$ cat config.mk
export PLATFORM = sky130hd
export DESIGN_NAME = strobe_sequencer
export DESIGN_NICKNAME = d
export VERILOG_FILES = /design/src/rtl/seq_pkg.sv /design/src/rtl/strobe_sequencer.sv
export SDC_FILE = /design/constraint.sdc
export NUM_CORES = 1
export LEC_CHECK = 0
export BUFFER_PORTS_ARGS = -buffer_cell sky130_fd_sc_hd__buf_2
export CAP_MARGIN = 20
export CORE_MARGIN = 4
export CORE_UTILIZATION = 35
export CTS_CLUSTER_SIZE = 40
export DETAILED_ROUTE_END_ITERATION = 10
export MAX_ROUTING_LAYER = met4
export PLACE_DENSITY = 0.63
export SLEW_MARGIN = 20
export SYNTH_ARGS = -nofsm -noshare
export SYNTH_HDL_FRONTEND = slang
export SYNTH_SLANG_ARGS = --single-unit
$ cat constraint.sdc
create_clock -name mclk -period 3.8 [get_ports mclk]
set_clock_uncertainty 0.15 [all_clocks]
set_input_delay 0.38 -clock mclk [delete_from_list [all_inputs] [get_ports mclk]]
set_output_delay 0.38 -clock mclk [all_outputs]
set_load 0.05 [all_outputs]
$ cat src/rtl/seq_pkg.sv
// Constants, encodings and timing for the parallel strobe sequencer
package seq_pkg;
   localparam int CMD_W = 16;
   localparam int DATA_W = 8;
   localparam int DIN_W = 16;
   localparam int STAT_W = 8;
   localparam int FIFO_DEPTH = 16;
   // Command word fields
   localparam int CMD_MODE_LD = 10;
   localparam int CMD_BEGIN = 9;
   localparam int CMD_BR_HI = 7;
   localparam int CMD_BR_LO = 4;
   localparam int CMD_MD_HI = 3;
   localparam int CMD_MD_LO = 0;
   localparam int MODE_IN_BIT = 3;
   localparam int MODE_DATA_BIT = 2;
   // Mode codes
   localparam logic [3:0] MODE_OUT_DATA = 4'h4;
   localparam logic [3:0] MODE_OUT_CMD = 4'h0;
   localparam logic [3:0] MODE_IN_DATA = 4'hC;
   localparam logic [3:0] MODE_IN_STAT = 4'h8;
   localparam logic [3:0] MODE_RESET = MODE_OUT_CMD;
   // Sequence addresses
   localparam logic [3:0] ADDR_IDLE = 4'h0;
   localparam logic [3:0] ADDR_STEP = 4'h1;
   localparam logic [3:0] ADDR_3 = 4'h3;
   localparam logic [3:0] ADDR_4 = 4'h4;
   localparam logic [3:0] ADDR_AUTO_OUT = 4'h5;
   localparam logic [3:0] ADDR_AUTO_IN = 4'h6;
   localparam logic [3:0] ADDR_EOB = 4'hF;
   // Timing
   localparam int CLK_NS = 10;
   localparam int TICK_NS = 250;
   localparam int STEP_NS = 500;
   localparam int TICK_CYC = TICK_NS / CLK_NS;
   localparam int STEP_TICKS = STEP_NS / TICK_NS;
   localparam int DIV_W = 5;
   localparam logic [DIV_W-1:0] DIV_LAST = DIV_W'(TICK_CYC - 1);
   localparam logic [1:0] STEP_LAST = 2'(STEP_TICKS - 1);
   // Status word bit positions
   localparam int ST_STOP = 0;
   localparam int ST_BUSY = 1;
   localparam int ST_ACK = 2;
   localparam int ST_TWO_N = 3;
   localparam int ST_IRQ = 4;
   typedef enum logic [2:0] {
      S_IDLE, S_STEP, S_FS, S_HIGH, S_END, S_EOB
   } seq_state_e;
endpackage

$ cat src/rtl/strobe_sequencer.sv
// Parallel strobe sequencer top with its output data FIFO
`timescale 1ns/10ps

// ----------------------------------------
// Output data FIFO
// ----------------------------------------
module byte_fifo #(
   parameter int WIDTH = 8,
   parameter int DEPTH = 16
) (
   input wire logic clk, // Clock
   input wire logic rst, // Synchronous reset
   input wire logic wr_valid, // Write offered
   output logic wr_ready, // Space available
   input wire logic [WIDTH-1:0] wr_data, // Write data
   output logic rd_valid, // Data available
   input wire logic rd_ready, // Read taken
   output logic [WIDTH-1:0] rd_data // Head word
);
   localparam int AW = $clog2(DEPTH);
   logic [WIDTH-1:0] mem [DEPTH];
   logic [AW-1:0] wp_reg;
   logic [AW-1:0] rp_reg;
   logic [AW:0] cnt_reg;
   wire do_wr = wr_valid && wr_ready;
   wire do_rd = rd_valid && rd_ready;
   // Ready is a flop fed by the next count, so the top output is registered
   wire [AW:0] cnt_next = cnt_reg + (AW+1)'(do_wr) - (AW+1)'(do_rd);
   assign rd_valid = cnt_reg != '0;
   assign rd_data = mem[rp_reg];
   always_ff @(posedge clk) begin
      if (do_wr) begin
         mem[wp_reg] <= wr_data;
      end
   end
   always_ff @(posedge clk) begin
      if (rst) begin
         wp_reg <= '0;
         rp_reg <= '0;
         cnt_reg <= '0;
         wr_ready <= 1'b1;
      end else begin
         if (do_wr) begin
            wp_reg <= wp_reg + 1'b1;
         end
         if (do_rd) begin
            rp_reg <= rp_reg + 1'b1;
         end
         cnt_reg <= cnt_next;
         wr_ready <= cnt_next != (AW+1)'(DEPTH);
      end
   end
endmodule

// ----------------------------------------
// Sequencer
// ----------------------------------------
module strobe_sequencer (
   input wire logic mclk, // 100 MHz clock
   input wire logic sys_rst, // Synchronous reset, high
   input wire logic cmd_valid, // Command word strobe
   input wire logic [seq_pkg::CMD_W-1:0] cmd_word, // Mode and branch
   input wire logic eob_ack, // CPU recognised interrupt
   input wire logic wr_valid, // Output byte offered
   output logic wr_ready, // FIFO can take a byte
   input wire logic [seq_pkg::DATA_W-1:0] wr_data, // Output byte
   input wire logic stop_pin, // Peripheral stop status
   input wire logic busy_pin, // Peripheral busy status
   input wire logic strobe_ack_pin, // Strobe acknowledge
   input wire logic two_byte_n_pin, // Low for 16-bit peripheral
   input wire logic [seq_pkg::DIN_W-1:0] data_in_pin, // Input lines
   output logic step_out, // Step pulse
   output logic function_strobe_line, // Function strobe
   output logic end_out, // End line
   output logic end_of_block, // End-of-block interrupt
   output logic high_byte_select, // High byte routed
   output logic dir_input, // Mode is input
   output logic data_mode, // Mode is data, not command
   output logic [seq_pkg::DATA_W-1:0] data_out, // Output data lines
   output logic [seq_pkg::DATA_W-1:0] rd_byte, // Selected input byte
   output logic [seq_pkg::STAT_W-1:0] status_word // Device status
);
   import seq_pkg::*;

   // ----------------------------------------
   // Pin synchronisers
   // ----------------------------------------
   logic [3:0] st_m_reg;
   logic [3:0] st_s_reg;
   logic [DIN_W-1:0] din_m_reg;
   logic [DIN_W-1:0] din_s_reg;
   always_ff @(posedge mclk) begin
      st_m_reg <= {two_byte_n_pin, strobe_ack_pin, busy_pin, stop_pin};
      st_s_reg <= st_m_reg;
      din_m_reg <= data_in_pin;
      din_s_reg <= din_m_reg;
   end
   wire two_byte_s = ~st_s_reg[3];

   // ----------------------------------------
   // Command decode
   // ----------------------------------------
   logic [3:0] mode_reg;
   wire begin_take = cmd_valid && cmd_word[CMD_BEGIN];
   wire mode_take = cmd_valid && cmd_word[CMD_MODE_LD];
   wire [3:0] cmd_mode = cmd_word[CMD_MD_HI:CMD_MD_LO];
   wire [3:0] cmd_addr = cmd_word[CMD_BR_HI:CMD_BR_LO];
   // Mode in the same word applies to its own branch
   wire [3:0] mode_now = mode_take ? cmd_mode : mode_reg;
   wire in_now = mode_now[MODE_IN_BIT];

   // Sequence address to entry state for the given direction
   function automatic seq_state_e entry(input logic [3:0] addr,
                                        input logic in_dir);
      case (addr)
         ADDR_IDLE: entry = S_IDLE;
         ADDR_STEP, ADDR_AUTO_OUT, ADDR_AUTO_IN: entry = S_STEP;
         ADDR_3: entry = in_dir ? S_HIGH : S_FS;
         ADDR_4: entry = in_dir ? S_FS : S_END;
         ADDR_EOB: entry = S_EOB;
         default: entry = S_IDLE;
      endcase
   endfunction

   // ----------------------------------------
   // 500 ns step timer, counting 250 ns ticks
   // ----------------------------------------
   logic [DIV_W-1:0] div_reg;
   logic [1:0] stc_reg;
   seq_state_e st_reg;
   seq_state_e st_next;
   wire tick = div_reg == DIV_LAST;
   wire step_done = tick && stc_reg == STEP_LAST;
   always_ff @(posedge mclk) begin
      if (sys_rst || begin_take || tick) begin
         div_reg <= '0;
      end else begin
         div_reg <= div_reg + 1'b1;
      end
   end
   always_ff @(posedge mclk) begin
      if (sys_rst || begin_take || st_reg != S_STEP) begin
         stc_reg <= '0;
      end else if (tick) begin
         stc_reg <= stc_reg + 1'b1;
      end
   end

   // ----------------------------------------
   // Sequence state
   // ----------------------------------------
   always_comb begin
      st_next = st_reg;
      if (begin_take) begin
         st_next = entry(cmd_addr, in_now);
      end else begin
         case (st_reg)
            S_STEP: begin
               if (step_done && !mode_reg[MODE_IN_BIT]) begin
                  st_next = S_FS;
               end else if (step_done) begin
                  st_next = two_byte_s ? S_HIGH : S_IDLE;
               end
            end
            S_EOB: begin
               if (eob_ack) begin
                  st_next = S_IDLE;
               end
            end
            default: st_next = st_reg;
         endcase
      end
   end

   wire out_dir_next = !(begin_take ? in_now : mode_reg[MODE_IN_BIT]);
   wire step_next = st_next == S_STEP;
   // Output strobe rides along with the step pulse
   wire fs_next = st_next == S_FS
                  || (step_next && out_dir_next);
   wire end_next = st_next == S_END || st_next == S_EOB;
   wire irq_next = st_next == S_EOB;
   wire hi_next = st_next == S_HIGH;
   // Fresh byte moves to the lines only when a strobe is begun
   wire load_out = begin_take && out_dir_next
                   && (st_next == S_STEP || st_next == S_FS);
   wire fifo_valid;
   wire [DATA_W-1:0] fifo_data;
   wire pop = load_out && fifo_valid;

   always_ff @(posedge mclk) begin
      if (sys_rst) begin
         st_reg <= S_IDLE;
         mode_reg <= MODE_RESET;
         step_out <= 1'b0;
         function_strobe_line <= 1'b0;
         end_out <= 1'b0;
         end_of_block <= 1'b0;
         high_byte_select <= 1'b0;
         dir_input <= 1'b0;
         data_mode <= 1'b0;
         data_out <= '0;
      end else begin
         st_reg <= st_next;
         if (mode_take) begin
            mode_reg <= cmd_mode;
         end
         step_out <= step_next;
         function_strobe_line <= fs_next;
         end_out <= end_next;
         end_of_block <= irq_next;
         high_byte_select <= hi_next;
         dir_input <= mode_now[MODE_IN_BIT];
         data_mode <= mode_now[MODE_DATA_BIT];
         if (pop) begin
            data_out <= fifo_data;
         end
      end
   end

   // ----------------------------------------
   // Read side
   // ----------------------------------------
   always_ff @(posedge mclk) begin
      if (sys_rst) begin
         rd_byte <= '0;
         status_word <= '0;
      end else begin
         rd_byte <= high_byte_select
                    ? din_s_reg[DIN_W-1:DATA_W] : din_s_reg[DATA_W-1:0];
         status_word <= '0;
         status_word[ST_STOP] <= st_s_reg[0];
         status_word[ST_BUSY] <= st_s_reg[1];
         status_word[ST_ACK] <= st_s_reg[2];
         status_word[ST_TWO_N] <= st_s_reg[3];
         status_word[ST_IRQ] <= end_of_block;
      end
   end

   byte_fifo #(.WIDTH(DATA_W), .DEPTH(FIFO_DEPTH)) u_fifo (
      .clk(mclk),
      .rst(sys_rst),
      .wr_valid(wr_valid),
      .wr_ready(wr_ready),
      .wr_data(wr_data),
      .rd_valid(fifo_valid),
      .rd_ready(pop),
      .rd_data(fifo_data)
   );

   // ----------------------------------------
   // Assertions
   // ----------------------------------------
   // Step age restarts with every Begin, since a new Begin restarts the pulse
   localparam int STEP_CYC = STEP_NS / CLK_NS;
   logic [6:0] step_age_reg;
   wire [DATA_W-1:0] din_hi = din_s_reg[DIN_W-1:DATA_W];
   wire [DATA_W-1:0] din_lo = din_s_reg[DATA_W-1:0];
   wire ack_s = st_s_reg[2];
   always_ff @(posedge mclk) begin
      if (sys_rst || begin_take || !step_out) begin
         step_age_reg <= '0;
      end else begin
         step_age_reg <= step_age_reg + 1'b1;
      end
   end
endmodule

==> impl_results.md <==
- Filler Cell Count: 1957
- HPWL after detailed placement: 10130 um
- Placer Congestion: roughly 0.8
- Avg Vias per Cell: roughly 4.8
- Die Wd: approximately 160 um
- Initial DRC count: ~340
- Minimum clock period: about 3500 ps
- Max-slew violation count: 0
- Pin count of the biggest net entering global routing: between 40 and 50
- Worst VDD drop: around 330 uV
- Max clock buf depth: 3
- Post-synth cell types: between 40 and 50
- Max cap viols: 0
- Max reg flops: 128
- Sequential element share of the synthesized area: 0.7078
- Leakage Power: approximately 3.4 nW
- WHS: about 36 ps
- Setup tns final: 0 ps
- # diodes: 0
- Post-layout util: 0.4254
- Cell count after synthesis: about 500
- Crit-path max FO: 5
- # setup viols final: 0
- H-tree levels: 1
- Relative slew slack: 0.3762
- DRC: 0
- Initial Util: 0.3548
- Final ANT Viol Nets: 0
- GR Util All Layers: 0.1256
- Worst hold path type: in -> reg
- Post-route cell area: 9632 um^2
- Core area: around 23000 um^2
- Die H: approximately 160 um
- Crit path from: div_reg[0]
- Initial antenna violation count: 0
- Status: finished, final reports clean
- GRT Residual Overflow: 0
- Drt wl/cell: about 17 um
- Critical Path End Type: flop
- Worst reg2reg startpoint: div_reg[0]
- Ratio of final minimum period to clock period: 0.9281
- Hold Crit Start: cmd_valid
- Clock Tree Root: clkbuf_16
- CTS tree: done
- Setup crit start kind: flop
- Worst Tran Pin Value: roughly 930 ps
- Fin nets: between 600 and 700
- Average cell area after synthesis: ~16 um^2
- Syn. warnings: 0
- FMAX: approximately 280 MHz
- DRT Pass-1 Iters: 5
- Post-DP Area: 8703 um^2
- CTS Buf Count: 21
- Layout Area Growth over Synthesis: 19.91%
- Commonest non-fill, non-tap cell in the layout: edfxtp_1
- TritonCTS sink count: 220
- Num rows: 55
- Final hold vios: 0
- Io pins: just over 80
- Arrival time at the worst endpoint: ~3700 ps
- Synth Register Bits: 220
- Via count: approximately 4400
- Clock-pin slew on the worst setup and hold paths: approximately 60 ps
- WS Path Type: reg -> reg
- Total routed wirelength: ~15000 um
- Crit path required time: roughly 4000 ps
- Vias in the first global route: 4522
- Mapped Area: 8033 um^2
- Share of cells above drive strength 1: 0.2692
- Unrepaired setup endpoints after global routing: false
- Die ar.: roughly 25000 um^2
- PortBufs: 69
- First-pass GRT wire length: between 20000 and 25000 um
- Worst skew pair latency: ~490 ps
- PwrDens: approximately 560 nW/um^2
- Leading cell types in the layout, fill and taps excluded: edfxtp_1, dfxtp_1, buf_2, nor2_1, mux4_2
==> kinds of logic after synthesis <==
family	Yosys count	share of synthesized area
AOI/OAI and AO/OA	40	0.03006
xor gates and xnor gates	13	0.01604
adders and majority gates	15	0.02430
buffers and inverters	41	0.02196
DFF	220	0.7078
muxes	52	0.1273
other	1	0.0004668
and+or+nand+nor	116	0.07212
==> critical path: stages (launching register included) <==
cell and delay, ps:
dfxtp_1 330, inv_1 60, ha_1 130, and4b_2 290
nand3_1 90, a221o_1 340, o21ai_4 90, xnor2_2 140
nor2_1 80, ha_1 280, inv_1 40, ha_1 190
inv_1 80, fa_1 200, inv_1 50, a21oi_1 120
nor2_1 60, or3_1 370, a21oi_2 180, nand4_1 120
==> synthesized netlist by cell type (all sizes together) <==
master / instances / area (um^2)
edfxtp: 128 / 3844
dfxtp: 92 / 1842
nor2: 46 / 180.2
mux4: 40 / 900.9
a21oi: 17 / 85.08
clkbuf: 15 / 56.30
inv: 15 / 56.30
nand3: 15 / 75.07
o21ai: 15 / 86.33
ha: 14 / 175.2
nand2: 14 / 52.55
buf: 11 / 63.81
mux2i: 11 / 110.1
nand2b: 8 / 50.05
nor2b: 8 / 50.05
nor3: 8 / 40.04
xor2: 8 / 77.58
xnor2: 5 / 51.30
or3: 4 / 25.02
and2: 3 / 18.77
nand4: 3 / 18.77
a21o: 2 / 15.01
a31oi: 2 / 12.51
nor4b: 2 / 23.77
a211oi: 1 / 7.510
a221o: 1 / 10.01
a41oi: 1 / 16.27
and4b: 1 / 10.01
conb: 1 / 3.750
fa: 1 / 20.02
mux2: 1 / 11.26
nand3b: 1 / 7.510
nor3b: 1 / 7.510
nor4: 1 / 12.51
o221ai: 1 / 8.760
or4: 1 / 7.510
==> power by group <==
group / total (mW) / switching [mW] / internal, mW
Combinational: 0.644 / 0.380 / 0.264
Clock: 2.05 / 0.858 / 1.19
Sequential: 2.69 / 0.0566 / 2.64
Total: 5.39 / 1.29 / 4.09
==> path summary, 6_finish.rpt <==
check,cells after the start,slack (ps),endpoint
worst max register to register,19,270,u_fifo.wr_ready
worst min-delay path,3,40,mode_reg[2]
worst max-delay path,19,270,u_fifo.wr_ready
worst min register to register,0,180,din_s_reg[2]
==> final cells by class <==
cell class              instances  area [um^2]  share of cell area
flip-flops and latches        220         5687              0.5904
multi-input cells             239         2183              0.2267
repair buffers                101        650.6             0.06755
clock buffers                  24        589.3             0.06118
well taps                     285        356.6             0.03702
clock inverters                14        108.9             0.01130
inverters                      15        56.30            0.005846
==> per-layer routing <==
metal / global-route usage / wire [um] / part of all wire
met1: 0.1549 / 6415 / 0.42
met2: 0.2158 / 8011 / 0.52
met3: 0.02200 / 735 / 0.048
met4: 0.03156 / 203 / 0.013
met5: - / 0 / 0
==> metrics by stage <==
step,power (mW),setup slack [ps],instances
final,5.388,273.4,898
after global routing,5.634,39.55,898
after CTS,5.434,40.24,896
after detailed placement,3.367,90.22,837
after global placement,3.335,286.1,837
after floorplan,3.171,206.6,500
==> repair_timing <==
item,4_1_cts,5_1_grt
resized for setup,0,2
endpoints found under the setup margin,0,1
buffers inserted,0,2
hold buffers,21,0
hold endpoints to repair,21,0
Power figures use the tool's default switching activity.
